--- src/hw/flash_ctl_regs.svh ---
// Addresses, field codes and reset values of the flash control logic.
// Assumes a 16-bit byte address bus and 8-bit data.
`ifndef FLASH_CTL_REGS_SVH
`define FLASH_CTL_REGS_SVH

// Memory map
`define FLASH_CTRL_ADDR 16'hFE08
`define PROTECT_ADDR 16'hFF80
`define USER_LO 16'hB000
`define USER_HI 16'hFDFF
`define VECTOR_LO 16'hFFDC
`define VECTOR_HI 16'hFFFF
`define UPPER_LO 16'hC000
`define LOWER_HI 16'hBFFF

// Block protect bits: bit 3 guards the upper part, bits 2..0 guard all
`define PROTECT_UPPER_BIT 3
`define PROTECT_ALL_MASK 8'h07
`define PROTECT_UPPER_LO 16'hC000
`define PROTECT_ALL_LO 16'hB000

// Block size selection codes
`define SIZE_FULL 2'h0
`define SIZE_PART 2'h1
`define SIZE_EIGHT_ROWS 2'h2
`define SIZE_ONE_ROW 2'h3

// Address bit that picks the upper or lower part in the part-array case
`define PART_SELECT_BIT 14

// Pump divider codes and the matching terminal counts
`define DIV_BY_ONE 2'h0
`define DIV_BY_TWO_A 2'h1
`define DIV_BY_TWO_B 2'h2
`define DIV_BY_FOUR 2'h3
`define DIV_LIMIT_ONE 2'h0
`define DIV_LIMIT_TWO 2'h1
`define DIV_LIMIT_FOUR 2'h3

// Pump clock the divider should land near, and the bus clock rate
`define PUMP_TARGET_KHZ 2000
`define CLK_SYS_KHZ 100000

// Reset value of the control register
`define CTRL_RESET 8'h00

`endif

--- src/hw/flash_ctl_pkg.sv ---
// Types shared by the flash control logic and its pump clock divider.
// Field codes come from flash_ctl_regs.svh; the field layouts are defined here.
package flash_ctl_pkg;

	// Setup sequence of a program or erase operation
	typedef enum logic [1:0] {
		seq_idle,
		seq_selected,
		seq_protect_read,
		seq_latched
	} seq_t;

	// Control register byte, bit 7 first
	typedef struct packed {
		logic [1:0] pump_divider_field;
		logic [1:0] erase_size_sel;
		logic high_voltage_enable;
		logic margin_select;
		logic erase_select;
		logic program_select;
	} flash_ctrl_t;

	// Block handed to the array for erase
	typedef struct packed {
		logic [15:0] lo;
		logic [15:0] hi;
		logic vectors;
	} erase_range_t;

	// One bus cycle from the processor
	typedef struct packed {
		logic [15:0] addr;
		logic [7:0] wdata;
		logic wr;
		logic rd;
	} bus_req_t;

	// Whole state of the control logic
	typedef struct packed {
		flash_ctrl_t ctrl;
		seq_t seq;
		logic [7:0] protect;
		logic [15:0] latched_addr;
		erase_range_t range;
		logic [7:0] rdata;
	} ctl_state_t;

	// Whole state of the pump divider
	typedef struct packed {
		logic [1:0] count;
		logic tick;
	} div_state_t;

endpackage : flash_ctl_pkg

--- src/hw/pump_clock_divider.sv ---
// Divides the bus clock into a one-cycle pump clock enable.
// Assumes the select input comes from a register on the same clock.
`timescale 1ns/1ns
`include "flash_ctl_regs.svh"

module pump_clock_divider
	import flash_ctl_pkg::*;
(
	input wire logic clk_sys,
	input wire logic reset_n,
	input wire logic enable,
	input wire logic [1:0] div_sel,
	output logic pump_tick
);

	div_state_t state;
	div_state_t next_state;
	logic [1:0] limit;

	// Terminal count; both middle codes divide by two
	always_comb begin
		case (div_sel)
			`DIV_BY_ONE: limit = `DIV_LIMIT_ONE;
			`DIV_BY_TWO_A: limit = `DIV_LIMIT_TWO;
			`DIV_BY_TWO_B: limit = `DIV_LIMIT_TWO;
			default: limit = `DIV_LIMIT_FOUR;
		endcase
	end

	// Compare with >= so a smaller divisor chosen mid-count cannot stall
	always_comb begin
		next_state = state;
		next_state.tick = 1'b0;
		if (!enable) begin
			next_state.count = 2'h0;
		end else if (state.count >= limit) begin
			next_state.count = 2'h0;
			next_state.tick = 1'b1;
		end else begin
			next_state.count = state.count + 2'h1;
		end
	end

	// State register
	always_ff @(posedge clk_sys or negedge reset_n) begin
		if (!reset_n) begin
			state <= '0;
		end else begin
			state <= next_state;
		end
	end

	assign pump_tick = state.tick;
endmodule : pump_clock_divider

--- src/hw/flash_erase_ctl.sv ---
// Flash control logic: control register, setup interlocks, protect check,
// erase block decode and pump clock enable.
// Assumes the array answers reads combinationally on array_rdata in the
// cycle of the read strobe, and that one bus master drives bus.
//
// The address map and the address-and-strobe port were decided locally.
`timescale 1ns/1ns
`include "flash_ctl_regs.svh"

module flash_erase_ctl
	import flash_ctl_pkg::*;
(
	input wire logic clk_sys,
	input wire logic reset_n,
	input bus_req_t bus,
	input wire logic [7:0] array_rdata,
	output logic [7:0] rdata,
	output logic pump_tick,
	output logic erase_hv,
	output logic program_hv,
	output logic margin_select,
	output erase_range_t erase_range
);

	ctl_state_t state;
	ctl_state_t next_state;
	flash_ctrl_t wctrl;
	erase_range_t new_range;
	logic next_erase;
	logic next_program;
	logic ctrl_write;
	logic flash_write;
	logic protect_read;
	logic overlap;

	// User space or vector space of the array
	function automatic logic in_flash(input logic [15:0] a);
		in_flash = (a >= `USER_LO && a <= `USER_HI) || a >= `VECTOR_LO;
	endfunction : in_flash

	// Block to erase from the latched address and the size bits
	function automatic erase_range_t decode_range(input logic [15:0] a, input logic [1:0] sz);
		erase_range_t r;
		r.vectors = 1'b0;
		r.lo = `USER_LO;
		r.hi = `USER_HI;
		case (sz)
			`SIZE_FULL: begin
				r.vectors = 1'b1;
			end
			`SIZE_PART: begin
				if (a[`PART_SELECT_BIT]) begin
					r.lo = `UPPER_LO;
					r.vectors = 1'b1;
				end else begin
					r.hi = `LOWER_HI;
				end
			end
			`SIZE_EIGHT_ROWS: begin
				r.lo = {a[15:9], 9'h000};
				r.hi = {a[15:9], 9'h1FF};
			end
			default: begin
				r.lo = {a[15:6], 6'h00};
				r.hi = {a[15:6], 6'h3F};
			end
		endcase
		decode_range = r;
	endfunction : decode_range

	// Every guarded area runs to the top of memory, so only the top end matters
	function automatic logic hits_protect(input erase_range_t r, input logic [7:0] p);
		logic [15:0] top;
		top = r.vectors ? `VECTOR_HI : r.hi;
		if ((p & `PROTECT_ALL_MASK) != 8'h00) begin
			hits_protect = top >= `PROTECT_ALL_LO;
		end else if (p[`PROTECT_UPPER_BIT]) begin
			hits_protect = top >= `PROTECT_UPPER_LO;
		end else begin
			hits_protect = 1'b0;
		end
	endfunction : hits_protect

	// Decode of the bus cycle
	assign wctrl = flash_ctrl_t'(bus.wdata);
	assign ctrl_write = bus.wr && bus.addr == `FLASH_CTRL_ADDR;
	assign flash_write = bus.wr && in_flash(bus.addr);
	assign protect_read = bus.rd && bus.addr == `PROTECT_ADDR;
	assign new_range = decode_range(bus.addr, state.ctrl.erase_size_sel);
	assign overlap = hits_protect(new_range, state.protect);

	// Select bits from a control write; a write setting both leaves both
	always_comb begin
		next_erase = state.ctrl.erase_select;
		next_program = state.ctrl.program_select;
		if (!(wctrl.erase_select && wctrl.program_select)) begin
			next_erase = wctrl.erase_select;
			next_program = wctrl.program_select;
		end
	end

	// Next state of the whole block
	always_comb begin
		next_state = state;
		next_state.rdata = 8'h00;

		// Read data stand only in the cycle after the strobe
		if (bus.rd) begin
			if (bus.addr == `FLASH_CTRL_ADDR) begin
				next_state.rdata = state.ctrl;
			end else if (in_flash(bus.addr) || protect_read) begin
				next_state.rdata = array_rdata;
			end
		end

		// Protect byte is caught only once an operation is selected
		if (protect_read && state.seq == seq_selected && !state.ctrl.high_voltage_enable) begin
			next_state.protect = array_rdata;
			next_state.seq = seq_protect_read;
		end

		// Any data to a flash address fixes the block and checks protection
		if (flash_write && state.seq == seq_protect_read && !state.ctrl.high_voltage_enable) begin
			next_state.latched_addr = bus.addr;
			next_state.range = new_range;
			if (overlap) begin
				next_state.ctrl.erase_select = 1'b0;
				next_state.ctrl.program_select = 1'b0;
				next_state.seq = seq_idle;
			end else begin
				next_state.seq = seq_latched;
			end
		end

		if (ctrl_write) begin
			// Size and divider stay frozen once a block is latched
			if (state.seq != seq_latched) begin
				next_state.ctrl.pump_divider_field = wctrl.pump_divider_field;
				next_state.ctrl.erase_size_sel = wctrl.erase_size_sel;
			end
			next_state.ctrl.erase_select = next_erase;
			next_state.ctrl.program_select = next_program;
			if (!next_erase && !next_program) begin
				next_state.seq = seq_idle;
			end else if ((next_erase && !state.ctrl.erase_select)
				|| (next_program && !state.ctrl.program_select)) begin
				next_state.seq = seq_selected;
			end
			// Enable is honoured only at the end of a complete setup
			if (wctrl.high_voltage_enable) begin
				if (state.seq == seq_latched && (next_erase || next_program)) begin
					next_state.ctrl.high_voltage_enable = 1'b1;
				end
			end else begin
				next_state.ctrl.high_voltage_enable = 1'b0;
			end
			// Dropping the operation also drops the high voltage
			if (!next_erase && !next_program) begin
				next_state.ctrl.high_voltage_enable = 1'b0;
			end
			// Margin read cannot coexist with high voltage
			next_state.ctrl.margin_select = wctrl.margin_select
				&& !next_state.ctrl.high_voltage_enable;
		end
	end

	// State register
	always_ff @(posedge clk_sys or negedge reset_n) begin
		if (!reset_n) begin
			state <= '0;
		end else begin
			state <= next_state;
		end
	end

	// Pump runs only while high voltage is requested
	pump_clock_divider u_pump_div (
		.clk_sys(clk_sys),
		.reset_n(reset_n),
		.enable(state.ctrl.high_voltage_enable),
		.div_sel(state.ctrl.pump_divider_field),
		.pump_tick(pump_tick)
	);

	// Array control; the array drives erased cells to zero
	assign erase_hv = state.ctrl.high_voltage_enable && state.ctrl.erase_select;
	assign program_hv = state.ctrl.high_voltage_enable && state.ctrl.program_select;
	assign margin_select = state.ctrl.margin_select;
	assign erase_range = state.range;
	assign rdata = state.rdata;
endmodule : flash_erase_ctl

--- config.mk ---
export PLATFORM = sky130hd
export DESIGN_NAME = flash_erase_ctl
export DESIGN_NICKNAME = d
export VERILOG_FILES = /design/src/hw/flash_ctl_pkg.sv /design/src/hw/pump_clock_divider.sv /design/src/hw/flash_erase_ctl.sv
export VERILOG_INCLUDE_DIRS = /design/src /design/src/hw
export SDC_FILE = /design/constraint.sdc
export NUM_CORES = 1
export LEC_CHECK = 0
export BUFFER_PORTS_ARGS = -buffer_cell sky130_fd_sc_hd__buf_4
export CAP_MARGIN = 10
export CORE_UTILIZATION = 51
export CTS_CLUSTER_SIZE = 28
export DETAILED_ROUTE_END_ITERATION = 16
export GPL_TIMING_DRIVEN = 0
export PLACE_DENSITY = 0.81
export SETUP_SLACK_MARGIN = 0.02
export SKIP_CTS_REPAIR_TIMING = 1
export SKIP_LAST_GASP = 1
export SYNTH_ARGS = -nofsm -noshare
export SYNTH_HDL_FRONTEND = slang
export SYNTH_SLANG_ARGS = --single-unit
--- constraint.sdc ---
create_clock -name clk_sys -period 1.9 [get_ports clk_sys]
set_clock_uncertainty 0.15 [all_clocks]
set_input_delay 0.38 -clock clk_sys [delete_from_list [all_inputs] [get_ports clk_sys]]
set_output_delay 0.38 -clock clk_sys [all_outputs]
set_load 0.02 [all_outputs]
==> flow_summary.toml <==
[flow_run]
drv_cap = 0

[synth]
synth_warnings = 0
synth_cell_types = 46
synth_edf_count = 0
ys.flop_type = "dfrtp_1"
avgSynthCellArea_um2 = 9.48
ys_seq_area_share_pct = 45.8
syn_inst = 265
synth-async-reset-ratio_pct = 100
ys_ff_latch = 46
netlist_area_um2 = 2510

[route]
route.detailed.drc = 0
wirelength_um = 5480
drt-pass1-iter-count = 4
drt_iter0_drc = 181
viasPerCell = 4.98
drtAntennaViolNets = 0
wl_per_cell_um = 13.0
num_vias = 2108

[cells_and_area]
final_area_um2 = 3350
multi_input_area_um2 = 1040
fill_cells = 381
final_common_cell = "buf_4"
diodes = 0
nets = 393
area_growth_pct = 33.3
layout_common_cells = "buf_4 (118), dfrtp_1 (45), nand2_1 (41)"
seq_area_um2 = 1150
layout.cells.non_filler = 423
drive_gt1_share_pct = 42.7

[floorplan]
floorplan.initialDensity_pct = 53.2
core.rowCount = 25
fp.dieArea_um2 = 5210
core_um2 = 4720
die_h_um = 72.2
ioPinCount = 81
die_w_um = 72.2

[sta]
tightest_slew_ns = 0.578
finalCriticalPeriod_ns = 1.86
drv_slew = 0
fin_setup_tns_ns = 0
rsz0062_at_grt = "yes"
setup_violations = 0
maxSlewHeadroom_pct = 61.5
min_period_over_period_pct = 97.7
timing_hold_violations_final = 0
fmax_mhz = 538

[setup_path]
cp-startpoint = "state[70]"
cpPeakStageDelay_ns = 0.45
critPathTopFamily = "simple AND/OR/NAND/NOR gates"
path_cells = "or3_4, nor4_4, buf_6, mux2_4"
worstPathBufferInverterCount = 1
critPathMaxFanout = 6
worst_ep_arrival_time_ns = 1.90
crit_required_ns = 1.94
crit-reg2reg-launch = "state[70]"
critPathLaunchType = "flop"
end_kind = "flop"
crit_type = "flop to flop"
crit_slowest_cell = "dfrtp_2"

[clock_tree]
cts_tree = "done"
cts_inserted_buffers = 5
clock_latency_ns = 0.30
clk_pin_slew_ns = 0.08
clock_sinks = 46
clk_path_buf_depth = 2
htree_levels = 2
cts_root_buffer = "clkbuf_8"

[global_route]
antenna_found_initial = 0
grt_pass1_wl_um = 8760
grt_start_max_net_pins = 47
grt_pass1_vias = 1960
overflow = 0
grt.total_usage_pct = 22.0

[pwr]
p_sw_w = 0.000413
cellLeakagePower_nw = 1.71
p_clk_share_pct = 37.8
powerDensity_nw_per_um2 = 558
comb_power_share_pct = 9.4
ir_drop_mv = 0.397
pwr-share-seq_pct = 52.7
fin_total_pwr_w = 0.00187
p_int_w = 0.00146
switching_share_pct = 22.1

[place]
port_buffers = 74
dpl_cell_area_um2 = 3170
hpwl_um = 4170
placed_cells = 411
globalplace.congestion = 0.852

[outcome]
run_status = "complete, no violations"

[hold_path]
hp-start = "bus[4]"
hold_class = "input pin to flop"
power by group through the flow:
stage | Clock [W] | Combinational [W] | Sequential [W]
2_1_floorplan | 0 | 0.0000641 | 0.00101
3_3_place_gp | 0 | 0.000171 | 0.00101
3_5_place_dp | 0 | 0.000174 | 0.00101
4_1_cts | 0.000713 | 0.000174 | 0.000986
5_1_grt | 0.000763 | 0.000192 | 0.000986
6_report | 0.000707 | 0.000176 | 0.000986
area by class of cell:
class,count,share of cell area (%)
buffer,48,10.3
tap,67,2.50
clock buffer,5,2.06
timing repair buffer,79,17.9
multi-input combinational,171,31.2
inverter,4,0.449
sequential,46,34.4
clock inverter,3,1.20
synthesized netlist by cell type, drive strengths merged, types with 5 or more instances:
cell	number	area share [%]
a21boi	9	2.7
nand3	9	2.0
nand2	41	6.1
buf	44	13
o21ai	30	6.0
nand2b	6	1.5
dfrtp	46	46
clkbuf	5	0.75
nor2b	6	1.5
nor2	13	2.0
mux2	9	4.2
sequential cells by signal, summed over array words and instances, names as in the netlist:
name                  cells
state                    13
rdata                     8
u_pump_div.state          2
margin_select             1
erase_range              21
u_pump_div.pump_tick      1
per-layer routing:
layer / vias to the layer above / GRT usage, % / share of wire (%)
met1: 989 / 27.0 / 42
met4: 0 / 7.41 / 0.84
met2: 77 / 38.1 / 51
met5: - / 0 / 0
met3: 5 / 5.28 / 6.0
li1: 1037 / - / -
cell families (layout without fill, tap and decap cells):
family / after synthesis / count (layout) / share of synthesized area [%]
AOI/OAI and AO/OA: 54 / 54 / 13.5
xor gates and xnor gates: 1 / 1 / 0.349
adders and majority gates: 2 / 2 / 0.996
buffers and inverters: 53 / 139 / 14.4
DFF: 46 / 46 / 45.8
muxes: 9 / 9 / 4.19
other: 1 / 6 / 0.149
and+or+nand+nor: 99 / 99 / 20.6
worst min-delay path, delay by kind of cell:
kind / cells / cell delay (ns)
buf+inv: 1 / 0.08
simple gates: 2 / 0.11
final timing paths:
check                           slack, ns                   to  depth (start not counted)
worst max-delay path                 0.04            state[59]                          4
worst min-delay path                 0.16        margin_select                          3
worst max register to register       0.04            state[59]                          4
worst min register to register       0.32  u_pump_div.state[1]                          1
max in group asynchronous            0.69            state[70]                          2
min in group asynchronous            0.47      erase_range[11]                          2
through the flow:
| stage | utilization [%] | hold WS, ns | worst slack [ns] |
|---|---|---|---|
| floorplan | - | -0.0656 | 0.125 |
| global placement | 67.1 | 0.255 | -0.115 |
| detailed placement | 67.1 | 0.260 | -0.131 |
| CTS | 69.4 | -0.0641 | -0.0375 |
| global route | 70.9 | 0.154 | -0.0552 |
| finish | 70.9 | 0.156 | 0.0429 |
Power figures use the tool's default switching activity.
